### config.mk
export PLATFORM = sky130hd
export DESIGN_NAME = transceiver_mode_and_data_port
export DESIGN_NICKNAME = d
export VERILOG_FILES = /design/src/shared/radio_ctrl_pkg.sv /design/src/rtl/rate_clock_gen.sv /design/src/rtl/transceiver_mode_and_data_port.sv
export SDC_FILE = /design/constraint.sdc
export NUM_CORES = 1
export LEC_CHECK = 0
export BUFFER_PORTS_ARGS = -buffer_cell sky130_fd_sc_hd__buf_4
export CAP_MARGIN = 20
export CORE_MARGIN = 1
export CORE_UTILIZATION = 45
export CTS_CLUSTER_DIAMETER = 200
export DETAILED_ROUTE_END_ITERATION = 6
export PLACE_DENSITY_LB_ADDON = 0.08
export SLEW_MARGIN = 20
export SYNTH_ARGS = -nofsm -noshare
export SYNTH_HDL_FRONTEND = slang
export SYNTH_SLANG_ARGS = --single-unit
### constraint.sdc
create_clock -name i_clk -period 7.5 [get_ports i_clk]
set_input_delay 1.125 -clock i_clk [delete_from_list [all_inputs] [get_ports i_clk]]
set_output_delay 1.125 -clock i_clk [all_outputs]
set_load 0.02 [all_outputs]
### src/shared/radio_ctrl_pkg.sv
// constants for the transceiver mode control and data port
package radio_ctrl_pkg;

  // control register map
  localparam int          NUM_REGS       = 5;
  localparam logic [6:0]  ADDR_FRONT_END = 7'h00;
  localparam logic [6:0]  ADDR_MOD_LOCK  = 7'h01;
  localparam logic [6:0]  ADDR_PUMP      = 7'h02;
  localparam logic [6:0]  ADDR_SCALE_A   = 7'h06;
  localparam logic [6:0]  ADDR_SCALE_B   = 7'h07;
  localparam int          SLOT_FRONT_END = 0;
  localparam int          SLOT_MOD_LOCK  = 1;
  localparam int          SLOT_PUMP      = 2;
  localparam int          SLOT_SCALE_A   = 3;
  localparam int          SLOT_SCALE_B   = 4;
  localparam logic [6:0]  REG_ADDR [NUM_REGS] = '{ADDR_FRONT_END, ADDR_MOD_LOCK, ADDR_PUMP,
                                                  ADDR_SCALE_A, ADDR_SCALE_B};
  // writable bit masks; reserved bits read as zero
  localparam logic [7:0]  REG_MASK [NUM_REGS] = '{8'hFF, 8'hCF, 8'hDF, 8'h7F, 8'hFF};
  localparam logic [7:0]  REG_RESET      = 8'h00;

  // front end fields
  localparam int          FE_LOAD_BIT    = 0;
  localparam int          FE_MODE_LO     = 1;
  localparam int          FE_SYNC_BIT    = 3;
  localparam int          FE_PA_LO       = 4;
  localparam int          FE_LNA_BIT     = 7;
  // modulation and lock fields
  localparam int          ML_FILT_LO     = 0;
  localparam int          ML_LOCK_BIT    = 2;
  localparam int          ML_RSSI_BIT    = 3;
  localparam int          ML_MOD_LO      = 6;
  // pump fields
  localparam int          PU_OUTS_LO     = 0;
  localparam int          PU_PA_BY_BIT   = 4;
  localparam int          PU_SC_BY_BIT   = 6;
  localparam int          PU_HI_BIT      = 7;
  // clock scale fields
  localparam int          SA_RATE_HI_BIT = 0;
  localparam int          SA_SYNC_LO     = 1;
  localparam int          SA_MODC_LO     = 4;
  localparam int          SB_REF_LO      = 0;
  localparam int          SB_RATE_LO     = 6;

  // rate divider limits
  localparam int          REF_W          = 6;
  localparam int          SCALE_W        = 3;
  localparam int          HALF_W         = 12;
  localparam logic [5:0]  REF_MIN        = 6'h01;
  localparam logic [2:0]  SCALE_MAX      = 3'h6;

  // operating states
  typedef enum logic [1:0] {
    OP_POWER_DOWN = 2'b00,
    OP_STANDBY    = 2'b01,
    OP_RECEIVE    = 2'b10,
    OP_TRANSMIT   = 2'b11
  } op_state_t;

endpackage : radio_ctrl_pkg

### src/rtl/rate_clock_gen.sv
// programmable divider producing a bit-rate clock level and edge pulses
module rate_clock_gen
  import radio_ctrl_pkg::*;
#(
  parameter int REF_WIDTH  = REF_W,
  parameter int SCALE_BITS = SCALE_W
) (
  input  wire logic                  i_clk,
  input  wire logic                  i_rst_n,
  input  wire logic                  i_run,
  input  wire logic                  i_restart,
  input  wire logic [REF_WIDTH-1:0]  i_ref_div,
  input  wire logic [SCALE_BITS-1:0] i_scale,
  output logic                       o_level,
  output logic                       o_rise,
  output logic                       o_fall
);

  logic [HALF_W-1:0]     cnt_reg;
  logic [HALF_W-1:0]     half_cnt;
  logic [REF_WIDTH-1:0]  ref_eff;
  logic [SCALE_BITS-1:0] scale_eff;
  logic                  level_reg;
  logic                  wrap;

  // clamp illegal settings: divider 0 acts as 1, scale 7 acts as 6
  assign ref_eff   = (i_ref_div == '0) ? REF_MIN : i_ref_div;
  assign scale_eff = (i_scale > SCALE_MAX) ? SCALE_MAX : i_scale;
  // half period in cycles: ref * 2^(6 - scale), so full period is ref * 2^(7 - scale)
  assign half_cnt  = HALF_W'({6'h00, ref_eff} << (SCALE_MAX - scale_eff));
  assign wrap      = i_run && !i_restart && (cnt_reg == '0);
  assign o_rise    = wrap && !level_reg;
  assign o_fall    = wrap && level_reg;
  assign o_level   = level_reg;

  // count down the half period and toggle the clock level
  always_ff @(posedge i_clk or negedge i_rst_n) begin
    if (!i_rst_n) begin
      cnt_reg   <= '0;
      level_reg <= 1'b0;
    end else if (!i_run || i_restart) begin
      cnt_reg   <= half_cnt - HALF_W'(1);
      level_reg <= 1'b0;
    end else if (wrap) begin
      cnt_reg   <= half_cnt - HALF_W'(1);
      level_reg <= !level_reg;
    end else begin
      cnt_reg   <= cnt_reg - HALF_W'(1);
    end
  end

endmodule // rate_clock_gen

### src/rtl/transceiver_mode_and_data_port.sv
// operating mode control, lock indicator and synchronous data port of the transceiver
// Summary of operation
// - pump current high select follows loaded bit
// - lock detector runs only when enabled
// - lock pin high while enabled and locked
// - two-bit field selects down, standby, receive, transmit
// - sync off: transparent data, clock pin idle
// - sync receive enables bit synchronizer at rate
// - sync receive drives recovered clock on pin
// - sync transmit drives programmed rate clock out
// - sync transmit samples data on rising edge
// - receive: device updates rising, host samples falling
// - rate clock is osc / (ref * 2^(7-s))
// - reference divider six bits, values 1 to 63
// - rate setting three bits, values 0 to 6
// - new values load on chip-select fall with load
module transceiver_mode_and_data_port
  import radio_ctrl_pkg::*;
(
  input  wire logic       i_clk,
  input  wire logic       i_rst_n,
  input  wire logic       i_cfg_wr,
  input  wire logic [6:0] i_cfg_addr,
  input  wire logic [7:0] i_cfg_wdata,
  input  wire logic       i_cfg_cs,
  output logic      [7:0] o_cfg_rdata,
  input  wire logic       i_pll_locked,
  input  wire logic       i_demod_data,
  input  wire logic       i_serial_data_pin,
  output logic            o_serial_data_pin,
  output logic            o_serial_data_pin_oe,
  output logic            o_bit_clock_pin,
  output logic            o_bit_clock_pin_oe,
  output logic            o_lock_indicator_pin,
  output logic            o_pump_current_high_sel,
  output logic      [1:0] o_op_state,
  output logic            o_osc_enable,
  output logic            o_rx_enable,
  output logic            o_tx_enable,
  output logic            o_mod_data
);

  logic [7:0]  shadow_reg [NUM_REGS];
  logic [7:0]  act_reg    [NUM_REGS];
  logic [NUM_REGS-1:0] hit;
  logic [7:0]  rd_next;
  logic        cs_s1_reg, cs_s2_reg, cs_s3_reg;
  logic        lock_s1_reg, lock_s2_reg;
  logic        dmd_s1_reg, dmd_s2_reg, dmd_s3_reg;
  logic        pin_s1_reg, pin_s2_reg;
  logic        load_pulse;
  logic        sync_en, lock_detect_enable;
  op_state_t   op_state;
  logic        in_rx, in_tx, sync_rx, sync_tx;
  logic        sync_tx_reg, sync_rx_reg;
  logic        br_level, br_rise, bs_level, bs_rise;
  logic        bs_restart, dmd_edge;
  logic        lock_reg, ser_out_reg, ser_out_next, mod_reg, mod_next;

  // register slot decode by address
  genvar g;
  generate
    for (g = 0; g < NUM_REGS; g++) begin : g_dec
      assign hit[g] = (i_cfg_addr == REG_ADDR[g]);
    end
  endgenerate

  // chip select falls at end of a write; new values load only if load bit is set
  assign load_pulse = cs_s3_reg && !cs_s2_reg && shadow_reg[SLOT_FRONT_END][FE_LOAD_BIT];

  // shadow registers take writes, active registers take loads
  always_ff @(posedge i_clk or negedge i_rst_n) begin
    if (!i_rst_n) begin
      for (int i = 0; i < NUM_REGS; i++) begin
        shadow_reg[i] <= REG_RESET;
        act_reg[i]    <= REG_RESET;
      end
    end else begin
      for (int i = 0; i < NUM_REGS; i++) begin
        if (i_cfg_wr && hit[i]) begin
          shadow_reg[i] <= i_cfg_wdata & REG_MASK[i];
        end
        if (load_pulse) begin
          act_reg[i] <= shadow_reg[i];
        end
      end
    end
  end

  // readback shows the active contents, unmapped addresses read zero
  always_comb begin
    rd_next = 8'h00;
    for (int i = 0; i < NUM_REGS; i++) begin
      if (hit[i]) begin
        rd_next = act_reg[i];
      end
    end
  end

  always_ff @(posedge i_clk or negedge i_rst_n) begin
    if (!i_rst_n) begin
      o_cfg_rdata <= 8'h00;
    end else begin
      o_cfg_rdata <= rd_next;
    end
  end

  // two-stage synchronisers for pins and analog-side levels
  always_ff @(posedge i_clk or negedge i_rst_n) begin
    if (!i_rst_n) begin
      cs_s1_reg   <= 1'b0;
      cs_s2_reg   <= 1'b0;
      cs_s3_reg   <= 1'b0;
      lock_s1_reg <= 1'b0;
      lock_s2_reg <= 1'b0;
      dmd_s1_reg  <= 1'b0;
      dmd_s2_reg  <= 1'b0;
      dmd_s3_reg  <= 1'b0;
      pin_s1_reg  <= 1'b0;
      pin_s2_reg  <= 1'b0;
    end else begin
      cs_s1_reg   <= i_cfg_cs;
      cs_s2_reg   <= cs_s1_reg;
      cs_s3_reg   <= cs_s2_reg;
      lock_s1_reg <= i_pll_locked;
      lock_s2_reg <= lock_s1_reg;
      dmd_s1_reg  <= i_demod_data;
      dmd_s2_reg  <= dmd_s1_reg;
      dmd_s3_reg  <= dmd_s2_reg;
      pin_s1_reg  <= i_serial_data_pin;
      pin_s2_reg  <= pin_s1_reg;
    end
  end

  // mode and option decode from active registers
  assign op_state           = op_state_t'(act_reg[SLOT_FRONT_END][FE_MODE_LO +: 2]);
  assign sync_en            = act_reg[SLOT_FRONT_END][FE_SYNC_BIT];
  assign lock_detect_enable = act_reg[SLOT_MOD_LOCK][ML_LOCK_BIT];
  assign in_rx              = (op_state == OP_RECEIVE);
  assign in_tx              = (op_state == OP_TRANSMIT);
  assign sync_rx            = in_rx && sync_en;
  assign sync_tx            = in_tx && sync_en;
  assign o_op_state         = op_state;
  assign o_osc_enable       = (op_state != OP_POWER_DOWN);
  assign o_rx_enable        = in_rx;
  assign o_tx_enable        = in_tx;
  assign o_pump_current_high_sel = act_reg[SLOT_PUMP][PU_HI_BIT];

  // remember sync states to find their entry
  always_ff @(posedge i_clk or negedge i_rst_n) begin
    if (!i_rst_n) begin
      sync_tx_reg <= 1'b0;
      sync_rx_reg <= 1'b0;
    end else begin
      sync_tx_reg <= sync_tx;
      sync_rx_reg <= sync_rx;
    end
  end

  // transmit bit-rate clock, restarted on entry into synchronous transmit
  rate_clock_gen u_tx_rate (
    .i_clk     (i_clk),
    .i_rst_n   (i_rst_n),
    .i_run     (sync_tx),
    .i_restart (sync_tx && !sync_tx_reg),
    .i_ref_div (act_reg[SLOT_SCALE_B][SB_REF_LO +: REF_W]),
    .i_scale   ({act_reg[SLOT_SCALE_A][SA_RATE_HI_BIT], act_reg[SLOT_SCALE_B][SB_RATE_LO +: 2]}),
    .o_level   (br_level),
    .o_rise    (br_rise),
    .o_fall    ()
  );

  // receive synchronizer clock, phase realigned on every received data edge
  assign dmd_edge   = dmd_s2_reg ^ dmd_s3_reg;
  assign bs_restart = (sync_rx && !sync_rx_reg) || dmd_edge;

  rate_clock_gen u_rx_sync (
    .i_clk     (i_clk),
    .i_rst_n   (i_rst_n),
    .i_run     (sync_rx),
    .i_restart (bs_restart),
    .i_ref_div (act_reg[SLOT_SCALE_B][SB_REF_LO +: REF_W]),
    .i_scale   (act_reg[SLOT_SCALE_A][SA_SYNC_LO +: SCALE_W]),
    .o_level   (bs_level),
    .o_rise    (bs_rise),
    .o_fall    ()
  );

  // clock pin: rate clock in sync transmit, recovered clock in sync receive, idle otherwise
  assign o_bit_clock_pin    = sync_tx ? br_level : (sync_rx ? bs_level : 1'b0);
  assign o_bit_clock_pin_oe = sync_tx || sync_rx;

  // data path next values
  assign ser_out_next = sync_rx ? (bs_rise ? dmd_s2_reg : ser_out_reg) : dmd_s2_reg;
  assign mod_next     = !in_tx ? 1'b0 : (sync_en ? (br_rise ? pin_s2_reg : mod_reg) : pin_s2_reg);

  // data and lock output flops
  always_ff @(posedge i_clk or negedge i_rst_n) begin
    if (!i_rst_n) begin
      ser_out_reg <= 1'b0;
      mod_reg     <= 1'b0;
      lock_reg    <= 1'b0;
    end else begin
      ser_out_reg <= ser_out_next;
      mod_reg     <= mod_next;
      lock_reg    <= lock_detect_enable && lock_s2_reg;
    end
  end

  // data pin is driven only in receive; in transmit the host owns it
  assign o_serial_data_pin    = ser_out_reg;
  assign o_serial_data_pin_oe = in_rx;
  assign o_mod_data           = mod_reg;
  assign o_lock_indicator_pin = lock_reg;
endmodule // transceiver_mode_and_data_port

==> results.sh, run 1 <==
export IMPL_status="complete, no violations"
export IMPL_cts_buffers=17
export IMPL_syn_area_um2=6270
export IMPL_final_common_cell="dfrtp_1"
export IMPL_finClkSkew_ns=0.00847
export IMPL_syn_instance_count=574
export IMPL_grt_pass1_vias=4468
export IMPL_yosys_cell_types_count=60
export IMPL_finalHoldViolations=0
export IMPL_p_int_mw=1.32
export IMPL_cts_hold_buf=0
export IMPL_ys_top_cells_by_area="dfrtp_1 (48%), mux2_2 (13%), mux2i_1 (3.7%)"
export IMPL_final_cell_mix="dfrtp_1 (121), mux2_2 (74), buf_4 (44)"
export IMPL_synth_enable_flop_cells=0
export IMPL_max_cap_violations=0
export IMPL_wl_per_cell_um=17.3
export IMPL_clockBufferDepth=2
export IMPL_crit_fanout=14
export IMPL_synth_area_leader_cell="dfrtp_1"
export IMPL_vias=4419
export IMPL_rsz0062_at_grt="false"
export IMPL_ys_seq_elements=121
export IMPL_insertedDiodeCount=0
export IMPL_finish_instance_area_um2=7250
export IMPL_yosys_most_used_dff="dfrtp_1"
export IMPL_gp_congestion=0.801
export IMPL_finalWirelength_um=13700
export IMPL_met2_wirelength_um=6780
export IMPL_max_freq_ghz=0.269
export IMPL_placed_area_um2=6660
export IMPL_antenna_found_initial=0
export IMPL_final_nets=632
export IMPL_holdWs_ns=0.346
export IMPL_start_util_pct=46.8
export IMPL_slew_viol_final=0
export IMPL_powerDensity_nw_per_um2=256
export IMPL_setup_viol=0
export IMPL_tns_ns=0
export IMPL_clk_latency_ns=0.43
export IMPL_track_usage_pct=21.0
export IMPL_p_leak_nw=3.31
export IMPL_synthesis_nets=602
export IMPL_root_buffer="clkbuf_16"
export IMPL_grt_pass1_wl_um=23000
export IMPL_max_slew_margin_pct=40.4
export IMPL_vdd_drop_max_v=0.000184
export IMPL_critPathArrivalTime_ns=4.03
export IMPL_drc=0
export IMPL_htreeDepth=4
export IMPL_combPwrFrac_pct=16.3
export IMPL_die_x_um=120
export IMPL_dieArea_um2=14400
export IMPL_cp_required_ns=7.81
export IMPL_grt_max_degree=64
export IMPL_core_area_um2=13400
export IMPL_min_path_type="reg -> reg"
export IMPL_swShare_pct=28.9
export IMPL_wl_met3_um=516
export IMPL_synth_seq_area_share_pct=48.3
export IMPL_clockPowerShare_pct=42.0
export IMPL_die_y_um=120
export IMPL_via_per_inst=5.57
export IMPL_end_kind="flop"
export IMPL_tightest_slew_ns=0.890
export IMPL_routed_top_layer="met4"
export IMPL_period_needed_ns=3.71
export IMPL_fillers=1219
export IMPL_pin_count=42
export IMPL_clock_sinks=121
export IMPL_cts_setup_buffers=0
export IMPL_placement_rows=42
export IMPL_hpwlAfterDp_um=9380
export IMPL_synth_top_area_share_pct=48.3
export IMPL_ys_warn_count=0
export IMPL_async_reset_ff_share_pct=100
export IMPL_cts_resized=0
export IMPL_worstSetupStartpointType="flop"
export IMPL_path_class="reg -> reg"
export IMPL_area_growth_pct=15.6
export IMPL_largest_register_ff_count=36
export IMPL_cts_tree="done"
export IMPL_synth_avg_cell_area_um2=10.9
export IMPL_drt_pass1_iter_count=5
export IMPL_wl_met1_um=6280
export IMPL_total_power_mw=1.86
export IMPL_path_clk_slew_ns=0.06
export IMPL_io_buffers=41
export IMPL_grt_ovfl_total=0
export IMPL_post_route_cells_drive_above_1_share_pct=27.1
export IMPL_drtIter0Drc=187
export IMPL_p_seq_share_pct=41.7
export IMPL_antenna_left=0
export IMPL_fin_util_pct=54.1
export IMPL_switching_power_mw=0.537
export IMPL_finalCritPeriodShare_pct=49.5
## logic make-up (layout without fill, tap and decap cells)
group | Yosys count | count (layout) | synth area share [%]
multiplexers | 100 | 100 | 18.0
XOR/XNOR | 40 | 40 | 5.59
AND/OR/NAND/NOR | 162 | 162 | 13.0
buffers and inverters | 47 | 90 | 3.41
AO/OA/AOI/OAI | 98 | 98 | 10.5
adder cells (fa/ha/maj) | 6 | 6 | 1.20
flip-flops | 121 | 121 | 48.3
## cells in the mapped netlist, types with 6 or more instances
| cell type | number |
|---|---|
| mux2i_1 | 23 |
| a31oi_1 | 7 |
| nor3_1 | 14 |
| nor4_1 | 6 |
| or3_1 | 7 |
| o21ai_0 | 16 |
| dfrtp_1 | 121 |
| nand2_1 | 35 |
| o22ai_1 | 8 |
| xor2_1 | 16 |
| clkbuf_1 | 21 |
| nor2_1 | 42 |
| a21oi_1 | 26 |
| inv_1 | 11 |
| xnor2_1 | 24 |
| nand3_1 | 18 |
| o31ai_1 | 7 |
| ha_1 | 6 |
| mux2_2 | 74 |
| nand2b_1 | 7 |
## worst paths after layout
kind	start	endpoint	slack [ns]	cells after the start
min in group asynchronous	i_rst_n	u_rx_sync.cnt_reg[6]	0.79	1
worst min-delay path	lock_s1_reg	lock_s2_reg	0.35	0
worst min register to register	lock_s1_reg	lock_s2_reg	0.35	0
worst max-delay path	act_reg[8]	u_tx_rate.cnt_reg[10]	3.79	10
worst max register to register	act_reg[8]	u_tx_rate.cnt_reg[10]	3.79	10
max in group asynchronous	i_rst_n	act_reg[5]	5.44	2
## metal layers
layer  vias to the layer above  GRT usage, %
met1                      2189          26.6
met2                        82          34.5
met4                         0          6.95
li1                       2132             -
met5                         -             0
met3                        16          5.66
## critical path: stages, from the launching register on
cell and delay [ns]:
dfrtp_1 0.48, a21bo_1 0.41, inv_4 0.15, ha_1 0.50
inv_2 0.23, mux4_2 0.62, nor3_2 0.17, a21oi_1 0.07
or2_1 0.29, o311a_1 0.33, o32a_1 0.34
## final cells by class
class	count	area (um2)	share of cell area, %
Sequential cell	121	3030	41.8
Multi-Input combinational cell	406	3050	42.1
Clock inverter	14	138	1.90
Timing Repair Buffer	44	330	4.56
Clock buffer	18	429	5.92
Tap cell	176	220	3.04
Inverter	14	55.1	0.760
## per-stage QoR
step | cells | setup WS [ns]
2_1_floorplan | 574 | 4.27
3_3_place_gp | 761 | 3.75
3_5_place_dp | 761 | 3.63
4_1_cts | 793 | 3.60
5_1_grt | 793 | 3.57
6_report | 793 | 3.79
## power by group through the flow
stage	Clock [mW]	Combinational [mW]	Sequential, mW
2_1_floorplan	0	0.235	0.768
3_3_place_gp	0	0.297	0.782
3_5_place_dp	0	0.300	0.786
4_1_cts	0.799	0.303	0.775
5_1_grt	0.825	0.340	0.784
6_report	0.782	0.302	0.775
Power figures use the tool's default switching activity.
==> inputs of run 2 (changes only) <==
- clock period: 7.5 -> 3.3 ns (I/O delays scaled with it)
==> results.sh, run 2 (synthesis results as in run 1) <==
export IMPL_die_y_um=120
export IMPL_path_clk_slew_ns=0.05
export IMPL_finish_instance_area_um2=7420
export IMPL_grt_max_degree=95
export IMPL_end_kind="flop"
export IMPL_use_met2_pct=36.1
export IMPL_placement_rows=42
export IMPL_pin_count=42
export IMPL_wl_per_cell_um=16.9
export IMPL_antenna_left=0
export IMPL_tightest_slew_ns=0.687
export IMPL_drt_pass1_iter_count=4
export IMPL_start_util_pct=46.8
export IMPL_min_path_type="in -> async"
export IMPL_setup_viol=0
export IMPL_cts_buffers=17
export IMPL_insertedDiodeCount=0
export IMPL_cts_tree="done"
export IMPL_rsz0062_at_grt="false"
export IMPL_powerDensity_nw_per_um2=596
export IMPL_met1_usage_pct=26.0
export IMPL_placed_area_um2=6780
export IMPL_final_cell_mix="dfrtp_1 (121), mux2_2 (74), buf_4 (57)"
export IMPL_hpwlAfterDp_um=9510
export IMPL_antenna_found_initial=0
export IMPL_gp_congestion=0.822
export IMPL_vdd_drop_max_v=0.000295
export IMPL_finalWirelength_um=13700
export IMPL_track_usage_pct=20.8
export IMPL_total_power_mw=4.43
export IMPL_final_nets=646
export IMPL_htreeDepth=4
export IMPL_drtIter0Drc=240
export IMPL_die_x_um=120
export IMPL_finClkSkew_ns=0.00527
export IMPL_grt_pass1_vias=4608
export IMPL_via_per_inst=5.54
export IMPL_cp_slowest_cell="dfrtp_1"
export IMPL_holdWs_ns=0.00907
export IMPL_max_cap_violations=0
export IMPL_post_route_cells_drive_above_1_share_pct=28.4
export IMPL_io_buffers=41
export IMPL_drc=0
export IMPL_fin_util_pct=55.4
export IMPL_tns_ns=0
export IMPL_finalCritPeriodShare_pct=93.5
export IMPL_final_common_cell="dfrtp_1"
export IMPL_cp_required_ns=3.61
export IMPL_top_usage_layer="met2"
export IMPL_vias=4466
export IMPL_regToRegSetupSlack_ns=0.22
export IMPL_finalHoldViolations=0
export IMPL_grtUsageMet3_pct=4.13
export IMPL_clock_sinks=121
export IMPL_clockBufferDepth=2
export IMPL_root_buffer="clkbuf_16"
export IMPL_grt_ovfl_total=0
export IMPL_critical_path_cell_chain="a21bo_4 -> inv_2 -> ha_2 -> xnor2_1 -> buf_4 -> nand2_1 -> o22ai_1 -> a31oi_1 -> nand4_1 -> o221a_1 -> a311oi_1"
export IMPL_clk_latency_ns=0.41
export IMPL_max_slew_margin_pct=54.0
export IMPL_path_class="reg -> reg"
export IMPL_crit_path_max_incr_delay_ns=0.45
export IMPL_max_freq_ghz=0.324
export IMPL_status="complete, no violations"
export IMPL_largest_register_ff_count=36
export IMPL_crit_fanout=12
export IMPL_p_leak_nw=3.41
export IMPL_slew_viol_final=0
export IMPL_dieArea_um2=14400
export IMPL_period_needed_ns=3.08
export IMPL_core_area_um2=13400
export IMPL_area_growth_pct=18.4
export IMPL_grt_pass1_wl_um=23300
export IMPL_critPathArrivalTime_ns=3.40
export IMPL_cts_hold_buf=0
export IMPL_worstSetupStartpointType="flop"
## run 2: changes by cell type in the layout (fill, tap and decap cells not counted), sizes merged
cell,before,now
buf,44,58
inv,20,15
bufinv,1,4
clkbuf,18,21
clkinvlp,4,2
## run 2: final timing paths
path                                   start                    end  depth (start not counted)
max in group asynchronous            i_rst_n            act_reg[19]                          2
setup reg to reg                 act_reg[11]  u_rx_sync.cnt_reg[11]                         11
hold / removal                       i_rst_n   u_rx_sync.cnt_reg[7]                          1
setup / recovery                 act_reg[11]  u_rx_sync.cnt_reg[11]                         11
hold reg to reg                  lock_s1_reg            lock_s2_reg                          0
min in group i_clk         i_serial_data_pin             pin_s1_reg                          1
## run 2: area by class of cell
class / instances / area, um2
clock buffer: 21 / 460
sequential: 121 / 3030
timing repair buffer: 58 / 448
clock inverter: 10 / 166
inverter: 14 / 55.1
multi-input combinational: 406 / 3040
tap: 176 / 220
fill: 1177 / 5980
## run 2: report_power, final
part	internal [mW]	total (mW)	leakage, nW	switching [mW]
registers	1.63	1.75	1.58	0.115
clock network	1.30	1.96	0.300	0.661
logic	0.338	0.713	1.54	0.376
## run 2: critical path, delay by kind of cell (launching register included)
family	cells	cell delay, ns
xor gates and xnor gates	1	0.19
DFF	1	0.45
buffers and inverters	2	0.44
adders and majority gates	1	0.27
AOI/OAI and AO/OA	5	1.23
and+or+nand+nor	2	0.41
## run 2: timing repair
action                     in CTS  in global routing
setup buffers                   0                  0
gates resized for setup         0                  3
setup endpoints to repair       0                  3
hold endpoints to repair        0                  0
## run 2: stage by stage
| step | worst slack, ns | cells |
|---|---|---|
| 2_1_floorplan | 0.0743 | 574 |
| 3_3_place_gp | 0.286 | 775 |
| 3_5_place_dp | 0.240 | 775 |
| 4_1_cts | 0.224 | 806 |
| 5_1_grt | 0.0611 | 806 |
| 6_report | 0.216 | 806 |
## run 2: metal layers
layer,up-vias,wire (um)
li1,2141,-
met5,-,0
met4,0,157
met2,93,6970
met1,2216,6070
met3,16,461
==> inputs of run 3 (changes only) <==
- CAP_MARGIN: 20 -> not set
- CELL_PAD_IN_SITES_DETAIL_PLACEMENT: not set -> 0
- CELL_PAD_IN_SITES_GLOBAL_PLACEMENT: not set -> 2
- CORE_UTILIZATION: 45 -> 37
==> results.sh, run 3 (synthesis results as in run 1) <==
export IMPL_status="complete, no violations"
export IMPL_combPwrFrac_pct=16.7
export IMPL_area_growth_pct=19.6
export IMPL_max_slew_margin_pct=49.6
export IMPL_end_kind="flop"
export IMPL_drt_pass1_iter_count=4
export IMPL_drc=0
export IMPL_die_x_um=132
export IMPL_htreeDepth=4
export IMPL_cts_hold_buf=0
export IMPL_grt_pass1_wl_um=24400
export IMPL_antenna_left=0
export IMPL_met2_wirelength_um=6870
export IMPL_clk_latency_ns=0.42
export IMPL_final_nets=652
export IMPL_tns_ns=0
export IMPL_reg2reg_from="act_reg[6]"
export IMPL_p_seq_share_pct=39.6
export IMPL_grt_pass1_vias=4631
export IMPL_grt_max_degree=95
export IMPL_grt_ovfl_total=0
export IMPL_dp_slack_ns=0.225
export IMPL_setup_worst_path_end="u_tx_rate.cnt_reg[10]"
export IMPL_crit_fanout=10
export IMPL_cts_buffers=17
export IMPL_placed_cells=825
export IMPL_die_y_um=132
export IMPL_reg2reg_depth=10
export IMPL_setup_ws_ns=0.213
export IMPL_p_int_mw=3.13
export IMPL_core_area_um2=16600
export IMPL_worstSetupStartpointType="flop"
export IMPL_wl_met1_um=6850
export IMPL_p_leak_nw=3.43
export IMPL_critPathArrivalTime_ns=3.39
export IMPL_path_clk_slew_ns=0.06
export IMPL_switching_power_mw=1.27
export IMPL_cp_required_ns=3.61
export IMPL_wl_met3_um=373
export IMPL_routed_top_layer="met4"
export IMPL_max_cap_violations=0
export IMPL_antenna_found_initial=0
export IMPL_fillers=1617
export IMPL_clockBufferDepth=2
export IMPL_final_common_cell="dfrtp_1"
export IMPL_max_freq_ghz=0.324
export IMPL_finalHoldViolations=0
export IMPL_path_class="reg -> reg"
export IMPL_period_needed_ns=3.09
export IMPL_clockPowerShare_pct=43.7
export IMPL_root_buffer="clkbuf_16"
export IMPL_vias=4479
export IMPL_post_route_cells_drive_above_1_share_pct=29.5
export IMPL_wl_per_cell_um=16.9
export IMPL_cts_setup_buffers=0
export IMPL_crit_path_start="act_reg[6]"
export IMPL_fin_cells=857
export IMPL_placement_rows=47
export IMPL_gp_congestion=0.795
export IMPL_slew_viol_final=0
export IMPL_cts_resized=0
export IMPL_dieArea_um2=17500
export IMPL_swShare_pct=28.8
export IMPL_min_path_type="in -> async"
export IMPL_hpwlAfterDp_um=10100
export IMPL_cts_tree="done"
export IMPL_final_cell_mix="dfrtp_1 (120), mux2_2 (74), buf_4 (63)"
export IMPL_rsz0062_at_grt="false"
export IMPL_largest_register_ff_count=36
export IMPL_pin_count=42
export IMPL_vdd_drop_max_v=0.000386
export IMPL_finClkSkew_ns=0.0105
export IMPL_finalCritPeriodShare_pct=93.6
export IMPL_powerDensity_nw_per_um2=587
export IMPL_setup_viol=0
export IMPL_start_util_pct=37.8
export IMPL_drtIter0Drc=150
export IMPL_regToRegSetupSlack_ns=0.21
export IMPL_io_buffers=41
export IMPL_insertedDiodeCount=0
export IMPL_finalWirelength_um=14500
export IMPL_tightest_slew_ns=0.754
export IMPL_r2r_end="u_tx_rate.cnt_reg[10]"
export IMPL_clock_sinks=121
export IMPL_via_per_inst=5.23
export IMPL_track_usage_pct=17.8
[run 3: cell count changes in the layout (fill, tap and decap cells not counted), sizes merged]
cell	change
clkinvlp	+1
buf	+6
clkinv	-1
inv	+7
bufinv	-2
clkbuf	-4
[run 3: per-stage QoR]
step,area [um2],utilization (%),total power [mW],hold WS [ns]
floorplan,6270,-,2.28,0.199
global placement,6880,41.5,2.50,0.332
detailed placement,6880,41.5,2.51,0.337
CTS,7490,45.1,4.45,0.0217
global route,7500,45.2,4.62,0.0299
finish,7500,45.2,4.40,0.00128
[run 3: layout make-up]
type	instances	area [um2]	share of cell area, %
Clock buffer	17	425	5.68
Clock inverter	15	183	2.44
Inverter	14	55.1	0.734
Multi-Input combinational cell	406	3040	40.5
Sequential cell	121	3030	40.4
Tap cell	220	275	3.67
Timing Repair Buffer	64	493	6.58
[run 3: per-layer routing]
metal  GRT usage, %  vias up
met1           23.5     2223
li1               -     2159
met3           3.15       21
met2           28.9       76
met4           7.60        0
met5              0        -
[run 3: power by group through the flow]
stage,clock network (mW),registers (mW),logic (mW)
finish,1.92,1.74,0.734
global route,2.03,1.76,0.822
CTS,1.96,1.74,0.740
detailed placement,0,1.77,0.735
global placement,0,1.76,0.735
floorplan,0,1.75,0.533
[run 3: worst min-delay path by stage]
stage          slack (ns)                   end  cells past startpoint         from
5_1_grt              0.03  u_rx_sync.cnt_reg[4]                      1      i_rst_n
4_1_cts              0.02  u_rx_sync.cnt_reg[4]                      1      i_rst_n
6_report            0.001  u_rx_sync.cnt_reg[4]                      1      i_rst_n
3_3_place_gp         0.33           lock_s2_reg                      0  lock_s1_reg
2_1_floorplan        0.20            act_reg[0]                      0      i_rst_n
3_5_place_dp         0.34             cs_s2_reg                      0    cs_s1_reg
[run 3: critical path, stage by stage (launching register included)]
cell	delay, ns
dfrtp_1	0.43
a21bo_1	0.26
inv_4	0.04
ha_1	0.32
inv_2	0.16
mux4_2	0.61
nor3_2	0.17
a21oi_1	0.07
or2_1	0.25
o311a_1	0.33
o32a_1	0.34
